### src/hw/adc_cfg_pkg.sv
package adc_cfg_pkg;
  // register byte offsets
  localparam logic [7:0] channel_config_offset = 8'h04;
  localparam logic [7:0] sequence_config_offset = 8'h0C;
  localparam logic [7:0] accumulate_count_offset = 8'h10;
  localparam logic [7:0] irq_status_offset = 8'h40;
  localparam logic [7:0] irq_mask_offset = 8'h44;
  localparam logic [7:0] accumulated_result_offset = 8'h48;
  localparam logic [7:0] result_offset = 8'h4C;
  // writable bit masks, reserved bits read zero
  localparam logic [31:0] channel_config_mask = 32'h0000_2F6F;
  localparam logic [31:0] sequence_config_mask = 32'h0003_FFFF;
  localparam logic [31:0] accumulate_count_mask = 32'h0000_01FF;
  localparam logic [31:0] config_reset = 32'h0000_0000;
  // field positions
  localparam int all_window_bit = 13;
  localparam int window_channel_lsb = 8;
  localparam int justify_bit = 6;
  localparam int discard_bit = 5;
  localparam int single_channel_lsb = 0;
  localparam int accumulator_clear_bit = 9;
  localparam int accumulate_enable_bit = 8;
  localparam int count_lsb = 0;
  localparam int sequence_length_lsb = 16;
  // interrupt bits
  localparam int irq_width = 4;
  localparam int irq_conversion_done = 0;
  localparam int irq_in_window = 1;
  localparam int irq_overrun = 2;
  localparam int irq_run_done = 3;
  // operating mode codes; only the two multiple modes honour the conversion count
  localparam logic [2:0] mode_single_multiple = 3'h1;
  localparam logic [2:0] mode_sequence_multiple = 3'h5;
  localparam logic [2:0] mode_single_once = 3'h0;

  typedef struct packed {
    logic all_channel_window_enable;
    logic [3:0] window_monitor_channel_select;
    logic justify_left;
    logic discard_new;
    logic [3:0] single_channel_select;
    logic accumulate_enable;
    logic [7:0] conversion_count;
    logic [1:0] sequence_length;
    logic [15:0] sequence_slots;
  } config_type;

  typedef struct packed {
    logic valid;
    logic [3:0] channel;
    logic [11:0] value;
  } conversion_type;

  typedef enum logic [1:0] {
    run_idle = 2'b00,
    run_busy = 2'b01,
    run_last = 2'b11
  } run_state_type;
endpackage

### src/hw/adc_channel_sequence_config.sv
`timescale 1ns/1ps
module adc_channel_sequence_config (
  // clock and reset
  input wire logic pclk,
  input wire logic presetn,
  // apb slave
  input wire logic psel,
  input wire logic penable,
  input wire logic pwrite,
  input wire logic [7:0] paddr,
  input wire logic [31:0] pwdata,
  output logic [31:0] prdata,
  output logic pready,
  output logic pslverr,
  // converter side
  input wire logic [2:0] operating_mode,
  input wire logic run_start,
  input wire adc_cfg_pkg::conversion_type conversion,
  input wire logic [11:0] window_high_limit,
  input wire logic [11:0] window_low_limit,
  output logic [3:0] convert_channel,
  output logic run_busy,
  output logic in_window,
  output logic overrun_flag,
  output logic irq
);
  logic [31:0] channel_config;
  logic [31:0] sequence_config;
  logic [31:0] accumulate_count;
  logic [31:0] next_channel_config;
  logic [31:0] next_sequence_config;
  logic [31:0] next_accumulate_count;
  logic [31:0] accumulated_result;
  logic [31:0] next_accumulated_result;
  logic [15:0] result;
  logic [15:0] next_result;
  logic result_unread;
  logic next_result_unread;
  logic [adc_cfg_pkg::irq_width-1:0] irq_status;
  logic [adc_cfg_pkg::irq_width-1:0] next_irq_status;
  logic [adc_cfg_pkg::irq_width-1:0] irq_mask;
  logic [adc_cfg_pkg::irq_width-1:0] next_irq_mask;
  logic [adc_cfg_pkg::irq_width-1:0] irq_event;
  logic [adc_cfg_pkg::irq_width-1:0] status_clear;
  logic next_in_window;
  logic next_overrun_flag;
  logic [31:0] next_prdata;
  logic next_pslverr;
  logic next_pready;
  logic [3:0] next_convert_channel;
  logic next_run_busy;
  logic next_irq;
  logic write_access;
  logic read_access;
  logic mapped;
  logic window_hit;
  logic watched;
  logic clear_pulse;
  logic [3:0] seq_channel;
  logic seq_busy;
  logic seq_done;
  adc_cfg_pkg::config_type cfg;

  // single-cycle access: ready during every access phase
  assign write_access = psel & penable & pwrite & pready;
  assign read_access = psel & penable & ~pwrite & pready;
  assign mapped = (paddr == adc_cfg_pkg::channel_config_offset) ||
                  (paddr == adc_cfg_pkg::sequence_config_offset) ||
                  (paddr == adc_cfg_pkg::accumulate_count_offset) ||
                  (paddr == adc_cfg_pkg::irq_status_offset) ||
                  (paddr == adc_cfg_pkg::irq_mask_offset) ||
                  (paddr == adc_cfg_pkg::accumulated_result_offset) ||
                  (paddr == adc_cfg_pkg::result_offset);

  always_comb begin
    cfg.all_channel_window_enable = channel_config[adc_cfg_pkg::all_window_bit];
    cfg.window_monitor_channel_select =
      channel_config[adc_cfg_pkg::window_channel_lsb +: 4];
    cfg.justify_left = channel_config[adc_cfg_pkg::justify_bit];
    cfg.discard_new = channel_config[adc_cfg_pkg::discard_bit];
    cfg.single_channel_select = channel_config[adc_cfg_pkg::single_channel_lsb +: 4];
    cfg.accumulate_enable = accumulate_count[adc_cfg_pkg::accumulate_enable_bit];
    cfg.conversion_count = accumulate_count[adc_cfg_pkg::count_lsb +: 8];
    cfg.sequence_length = sequence_config[adc_cfg_pkg::sequence_length_lsb +: 2];
    cfg.sequence_slots = sequence_config[15:0];
  end

  adc_run_sequencer sequencer (
    .pclk(pclk),
    .presetn(presetn),
    .start(run_start),
    .mode(operating_mode),
    .cfg(cfg),
    .conversion_done(conversion.valid),
    .channel(seq_channel),
    .busy(seq_busy),
    .run_done(seq_done)
  );

  // all channels, selected channel, monitor field
  assign watched = cfg.all_channel_window_enable ||
                   (conversion.channel == cfg.window_monitor_channel_select);
  assign window_hit = (conversion.value >= window_low_limit) &&
                      (conversion.value < window_high_limit);
  assign clear_pulse = write_access &&
                       (paddr == adc_cfg_pkg::accumulate_count_offset) &&
                       pwdata[adc_cfg_pkg::accumulator_clear_bit];

  always_comb begin
    irq_event = '0;
    irq_event[adc_cfg_pkg::irq_conversion_done] = conversion.valid;
    irq_event[adc_cfg_pkg::irq_in_window] = conversion.valid & watched & window_hit;
    irq_event[adc_cfg_pkg::irq_overrun] = conversion.valid & result_unread;
    irq_event[adc_cfg_pkg::irq_run_done] = seq_done;
  end

  always_comb begin
    next_channel_config = channel_config;
    next_sequence_config = sequence_config;
    next_accumulate_count = accumulate_count;
    next_irq_mask = irq_mask;
    if (write_access) begin
      case (paddr)
        adc_cfg_pkg::channel_config_offset: begin
          next_channel_config = pwdata & adc_cfg_pkg::channel_config_mask;
        end
        adc_cfg_pkg::sequence_config_offset: begin
          next_sequence_config = pwdata & adc_cfg_pkg::sequence_config_mask;
        end
        adc_cfg_pkg::accumulate_count_offset: begin
          next_accumulate_count = pwdata & adc_cfg_pkg::accumulate_count_mask &
                                  ~(32'h0000_0001 << adc_cfg_pkg::accumulator_clear_bit);
        end
        adc_cfg_pkg::irq_mask_offset: begin
          next_irq_mask = pwdata[adc_cfg_pkg::irq_width-1:0];
        end
        default: begin
        end
      endcase
    end
  end

  // status bits are sticky and cleared by writing one; an event in the
  // clearing cycle wins, so software never loses an event
  generate
    for (genvar index = 0; index < adc_cfg_pkg::irq_width; index++) begin : g_status
      assign status_clear[index] = write_access && pwdata[index] &&
                                   (paddr == adc_cfg_pkg::irq_status_offset);
      assign next_irq_status[index] = irq_event[index] |
                                      (irq_status[index] & ~status_clear[index]);
    end
  endgenerate

  always_comb begin
    next_result = result;
    next_result_unread = result_unread;
    if (read_access && paddr == adc_cfg_pkg::result_offset) begin
      next_result_unread = 1'b0;
    end
    if (conversion.valid) begin
      // keep old when discarding an unread result
      if (!(cfg.discard_new && result_unread)) begin
        if (cfg.justify_left) begin
          next_result = {conversion.value, 4'h0};
        end else begin
          next_result = {4'h0, conversion.value};
        end
      end
      next_result_unread = 1'b1;
    end
  end

  // the clear write wins over an add in the same cycle
  always_comb begin
    next_accumulated_result = accumulated_result;
    // accumulate only when enabled, add each result
    if (clear_pulse) begin
      next_accumulated_result = 32'h0000_0000;
    end else if (conversion.valid && cfg.accumulate_enable) begin
      next_accumulated_result = accumulated_result + {20'h00000, conversion.value};
    end
  end

  always_comb begin
    next_prdata = 32'h0000_0000;
    next_pslverr = 1'b0;
    next_pready = psel & ~penable;
    if (psel && !penable) begin
      next_pslverr = ~mapped;
      case (paddr)
        adc_cfg_pkg::channel_config_offset: next_prdata = channel_config;
        adc_cfg_pkg::sequence_config_offset: next_prdata = sequence_config;
        adc_cfg_pkg::accumulate_count_offset: next_prdata = accumulate_count;
        adc_cfg_pkg::irq_status_offset: next_prdata = {28'h0000000, irq_status};
        adc_cfg_pkg::irq_mask_offset: next_prdata = {28'h0000000, irq_mask};
        adc_cfg_pkg::accumulated_result_offset: next_prdata = accumulated_result;
        adc_cfg_pkg::result_offset: next_prdata = {16'h0000, result};
        default: next_prdata = 32'h0000_0000;
      endcase
    end
  end

  // outputs are registered copies so each one leaves a flip-flop
  always_comb begin
    next_in_window = in_window;
    if (conversion.valid && watched) begin
      next_in_window = window_hit;
    end
    next_overrun_flag = irq_status[adc_cfg_pkg::irq_overrun];
    next_convert_channel = seq_channel;
    next_run_busy = seq_busy;
    next_irq = |(next_irq_status & next_irq_mask);
  end

  always_ff @(posedge pclk or negedge presetn) begin
    if (!presetn) begin
      channel_config <= adc_cfg_pkg::config_reset;
      sequence_config <= adc_cfg_pkg::config_reset;
      accumulate_count <= adc_cfg_pkg::config_reset;
    end else begin
      channel_config <= next_channel_config;
      sequence_config <= next_sequence_config;
      accumulate_count <= next_accumulate_count;
    end
  end

  always_ff @(posedge pclk or negedge presetn) begin
    if (!presetn) begin
      irq_status <= '0;
      irq_mask <= '0;
    end else begin
      irq_status <= next_irq_status;
      irq_mask <= next_irq_mask;
    end
  end

  always_ff @(posedge pclk or negedge presetn) begin
    if (!presetn) begin
      result <= 16'h0000;
      result_unread <= 1'b0;
    end else begin
      result <= next_result;
      result_unread <= next_result_unread;
    end
  end

  always_ff @(posedge pclk or negedge presetn) begin
    if (!presetn) begin
      accumulated_result <= 32'h0000_0000;
    end else begin
      accumulated_result <= next_accumulated_result;
    end
  end

  always_ff @(posedge pclk or negedge presetn) begin
    if (!presetn) begin
      prdata <= 32'h0000_0000;
      pready <= 1'b0;
      pslverr <= 1'b0;
    end else begin
      prdata <= next_prdata;
      pready <= next_pready;
      pslverr <= next_pslverr;
    end
  end

  always_ff @(posedge pclk or negedge presetn) begin
    if (!presetn) begin
      in_window <= 1'b0;
      overrun_flag <= 1'b0;
      convert_channel <= 4'h0;
      run_busy <= 1'b0;
      irq <= 1'b0;
    end else begin
      in_window <= next_in_window;
      overrun_flag <= next_overrun_flag;
      convert_channel <= next_convert_channel;
      run_busy <= next_run_busy;
      irq <= next_irq;
    end
  end
endmodule

### src/hw/adc_run_sequencer.sv
`timescale 1ns/1ps
module adc_run_sequencer (
  // clock and reset
  input wire logic pclk,
  input wire logic presetn,
  // control
  input wire logic start,
  input wire logic [2:0] mode,
  input wire adc_cfg_pkg::config_type cfg,
  input wire logic conversion_done,
  // outputs
  output logic [3:0] channel,
  output logic busy,
  output logic run_done
);
  adc_cfg_pkg::run_state_type state;
  adc_cfg_pkg::run_state_type next_state;
  logic [7:0] done_count;
  logic [7:0] next_done_count;
  logic [1:0] slot;
  logic [1:0] next_slot;
  logic next_run_done;
  logic is_sequence;
  logic counted;
  logic slot_end;

  assign is_sequence = mode[2] | (mode == 3'h3);
  assign counted = (mode == adc_cfg_pkg::mode_single_multiple) ||
                   (mode == adc_cfg_pkg::mode_sequence_multiple);
  assign slot_end = (slot == cfg.sequence_length);

  always_comb begin
    next_state = state;
    next_done_count = done_count;
    next_slot = slot;
    next_run_done = 1'b0;
    case (state)
      adc_cfg_pkg::run_idle: begin
        if (start) begin
          next_state = adc_cfg_pkg::run_busy;
          next_done_count = 8'h00;
          next_slot = 2'h0;
        end
      end
      adc_cfg_pkg::run_busy: begin
        if (conversion_done) begin
          if (is_sequence && !slot_end) begin
            next_slot = slot + 2'h1;
          end else begin
            next_slot = 2'h0;
            if (counted && done_count != cfg.conversion_count) begin
              next_done_count = done_count + 8'h01;
            end else if (counted || mode == adc_cfg_pkg::mode_single_once ||
                         mode == 3'h4) begin
              next_state = adc_cfg_pkg::run_last;
            end
          end
        end
      end
      adc_cfg_pkg::run_last: begin
        next_run_done = 1'b1;
        next_state = adc_cfg_pkg::run_idle;
      end
      default: next_state = adc_cfg_pkg::run_idle;
    endcase
  end

  always_ff @(posedge pclk or negedge presetn) begin
    if (!presetn) begin
      state <= adc_cfg_pkg::run_idle;
      done_count <= 8'h00;
      slot <= 2'h0;
      run_done <= 1'b0;
    end else begin
      state <= next_state;
      done_count <= next_done_count;
      slot <= next_slot;
      run_done <= next_run_done;
    end
  end

  // slot picks channel, otherwise single select
  always_comb begin
    if (is_sequence) begin
      channel = cfg.sequence_slots[slot*4 +: 4];
    end else begin
      channel = cfg.single_channel_select;
    end
  end
  assign busy = (state != adc_cfg_pkg::run_idle);
endmodule

### config.mk
export PLATFORM = sky130hd
export DESIGN_NAME = adc_channel_sequence_config
export DESIGN_NICKNAME = d
export VERILOG_FILES = /design/src/hw/adc_cfg_pkg.sv /design/src/hw/adc_channel_sequence_config.sv /design/src/hw/adc_run_sequencer.sv
export SDC_FILE = /design/constraint.sdc
export NUM_CORES = 1
export LEC_CHECK = 0
export BUFFER_PORTS_ARGS = -buffer_cell sky130_fd_sc_hd__buf_2
export CAP_MARGIN = 15
export CORE_ASPECT_RATIO = 0.75
export CORE_UTILIZATION = 40
export DETAILED_ROUTE_END_ITERATION = 6
export PLACE_DENSITY_LB_ADDON = 0.3
export SYNTH_ARGS = -nofsm -noshare
export SYNTH_HDL_FRONTEND = slang
export SYNTH_SLANG_ARGS = --single-unit
### constraint.sdc
create_clock -name pclk -period 2.4 [get_ports pclk]
set_input_delay 0 -clock pclk [delete_from_list [all_inputs] [get_ports pclk]]
set_output_delay 0 -clock pclk [all_outputs]
set_load 0.03 [all_outputs]
==> impl_metrics.toml <==
[cts]
htreeDepth = 4
cts_root_buf = "clkbuf_16"
clock_latency_ns = 0.44
clk_path_buf_depth = 2
cts_tree = "yes"
numCtsBuffers = 17
clk_pin_slew_worst_paths_ns = 0.06
cts.sinks = 150

[sta]
drv_slew = 0
skew_ns = 0.00730
finalCriticalPeriod_ns = 2.39
timing.fmax_mhz = 418
setup_viol = 0
fin_tns_setup_ns = 0
worst_slack_ns = 0.00692
worstMarginPinSlew_ns = 0.807
rsz0062_at_grt = "true"
slew_headroom = 0.462
finalCritPeriodShare = 0.997
finalHoldViolCount = 0

[setup_path]
critPathMaxFanout = 7
critPathArrivalTime_ns = 2.76
worstSetupPathType = "register to register"
cp_data_required_time_ns = 2.76
r2r_slack_ns = 0.007
timing.critical_path.to_type = "register"
cp-start-kind = "register"

[global_route]
antenna_found_initial = 0
grt_pass1_wl_um = 33300
use_met2 = 0.332
grt_overflow = 0
use_met3 = 0.0534
grt_usage = 0.223
grt.met1_usage = 0.327
grt_pass1_vias = 6045
grt_max_degree = 71
grt.busiest_layer = "met2"

[layout]
syn_to_final_growth_pct = 27.2
fin_nets = 1038
layout-drive-gt1-share = 0.285
multi_input_area_um2 = 3820
n_antenna_cell = 0
regArea_um2 = 3750
n_fill_cell = 1692

[power_and_ir_drop]
p_per_area_nw_per_um2 = 610
power.leakage_nw = 4.80
ir_worst_vdd_mv = 0.554

[yosys]
synth_top_area_cell = "dfrtp_1"
yosysTopAreaCellShare = 0.483
yosysMostFrequentCell = "dfrtp_1"
synthArstFlopShare = 1.00
yosys_warnings = 0
synth_fp_nets = 859
ys_ff_latch = 150
ys.flop_type = "dfrtp_1"
synth.avg_cell_area_um2 = 10.6
synth_area_leaders = "dfrtp_1 (48%), mux2_2 (6.7%), ha_1 (5.8%)"
synth-edff-count = 0
synthTopCellsByCount = "dfrtp_1 (150), nand2_1 (70), nor2_1 (52)"
synth_cell_types = 57
netlist_instances = 732
ys_seq_area_frac = 0.483
netlist_area_um2 = 7770

[floorplan]
dieArea_um2 = 20000
die_x_um = 163
start_util = 0.415
io_pins = 132
chipHeight_um = 123
core_um2 = 18700
rows = 43

[routing]
drt_iter0_markers = 529
drcViolationCount = 0
drt-pass1-iter-count = 6
vias_per_cell = 5.38
wl_per_cell_um = 18.1
route.vias.total = 6295
ant_nets = 0
wl_um = 21200

[placement]
detailed_place_hpwl_um = 15200
dp_slack_ns = -0.246
io_buffers = 117
place_congestion = 0.885

[flow_run]
cap_violations = 0

[run_status]
outcome = "finished clean"

[worst_hold_path]
hold_path_class = "input pin to register"
-- power by group --
part | total [mW] | internal, mW | switching, mW | leakage [nW]
sequential | 2.69 | 2.61 | 0.0807 | 2.03
combinational | 0.646 | 0.278 | 0.368 | 2.49
clock | 2.69 | 1.56 | 1.13 | 0.283
-- cell families (layout without fill, tap and decap cells) --
logic type | Yosys count | in the layout | share of synthesized area
and+or+nand+nor | 220 | 220 | 0.147
AOI/OAI and AO/OA | 152 | 152 | 0.132
DFF | 150 | 150 | 0.483
buffers and inverters | 68 | 260 | 0.0353
muxes | 60 | 60 | 0.0912
xor gates and xnor gates | 45 | 45 | 0.0507
adders and majority gates | 37 | 37 | 0.0606
-- area by class of cell --
type                       count  share of cell area
clock buffer                  18              0.0444
clock inverter                14              0.0152
inverter                      35              0.0133
multi-input combinational    514               0.387
sequential                   150               0.380
tap                          247              0.0313
timing repair buffer         193               0.129
-- worst max-delay path, stage by stage, from the launching register on --
cell      delay, ns
dfrtp_1        0.36
ha_2           0.19
inv_1          0.05
fa_2           0.34
nand2b_4       0.16
a21oi_4        0.15
o21ai_2        0.10
o211a_4        0.28
buf_4          0.18
or3_1          0.35
a21oi_1        0.14
-- per-stage QoR --
stage | hold WS, ns | cell area, µm² | utilization | power, mW | std cells
5_1_grt | 0.0484 | 9880 | 0.528 | 6.24 | 1171
2_1_floorplan | -0.296 | 7780 | - | 3.02 | 732
3_3_place_gp | -0.0121 | 8800 | 0.470 | 3.30 | 1096
4_1_cts | 0.0245 | 9850 | 0.526 | 6.04 | 1170
3_5_place_dp | -0.0140 | 8800 | 0.470 | 3.31 | 1096
6_report | 0.0305 | 9880 | 0.528 | 6.03 | 1171
-- flip-flops by register name, indices dropped and copies added (netlist names) --
register / cells
run_busy: 1
sequencer.run_done: 1
channel_config: 11
sequencer.slot: 2
accumulated_result: 32
sequencer.state: 2
sequencer.done_count: 8
pslverr: 1
pready: 1
prdata: 32
in_window: 1
result_unread: 1
irq_mask: 4
overrun_flag: 1
result: 16
irq_status: 4
irq: 1
sequence_config: 18
convert_channel: 4
accumulate_count: 9
-- what timing repair did --
| action | CTS | global route |
|---|---|---|
| resized for setup | 12 | 5 |
| setup buffers | 2 | 1 |
| hold buffers | 40 | 0 |
| endpoints found under the hold margin | 121 | 0 |
| pin swaps | 2 | 2 |
| endpoints found under the setup margin | 11 | 10 |
-- cells in the final DEF, fill, tap and decap left out, drive strengths merged, types with 15 or more instances in the layout --
cell	netlist	layout
inv	35	38
a21oi	44	44
nor2	52	52
nand2	71	71
and3	19	19
a22oi	27	27
clkbuf	20	18
dlygate4sd3	0	40
xor2	21	21
o21ai	26	26
nand3	15	15
dfrtp	150	150
mux2	46	46
xnor2	24	24
ha	36	36
buf	13	153
-- path summary, 6_finish.rpt --
path,startpoint,to,depth (start not counted)
setup / recovery,accumulated_result[0],accumulated_result[16],10
hold / removal,conversion[2],result[2],4
setup reg to reg,accumulated_result[0],accumulated_result[16],10
hold reg to reg,result[15],result[15],2
max in group asynchronous,presetn,prdata[6],3
min in group asynchronous,presetn,irq,2
-- layer usage --
| layer | up-vias | share of wire |
|---|---|---|
| met4 | 0 | 0.0099 |
| li1 | 2976 | - |
| met2 | 232 | 0.43 |
| met3 | 13 | 0.074 |
| met1 | 3074 | 0.48 |
| met5 | - | 0 |
Power figures use the tool's default switching activity.
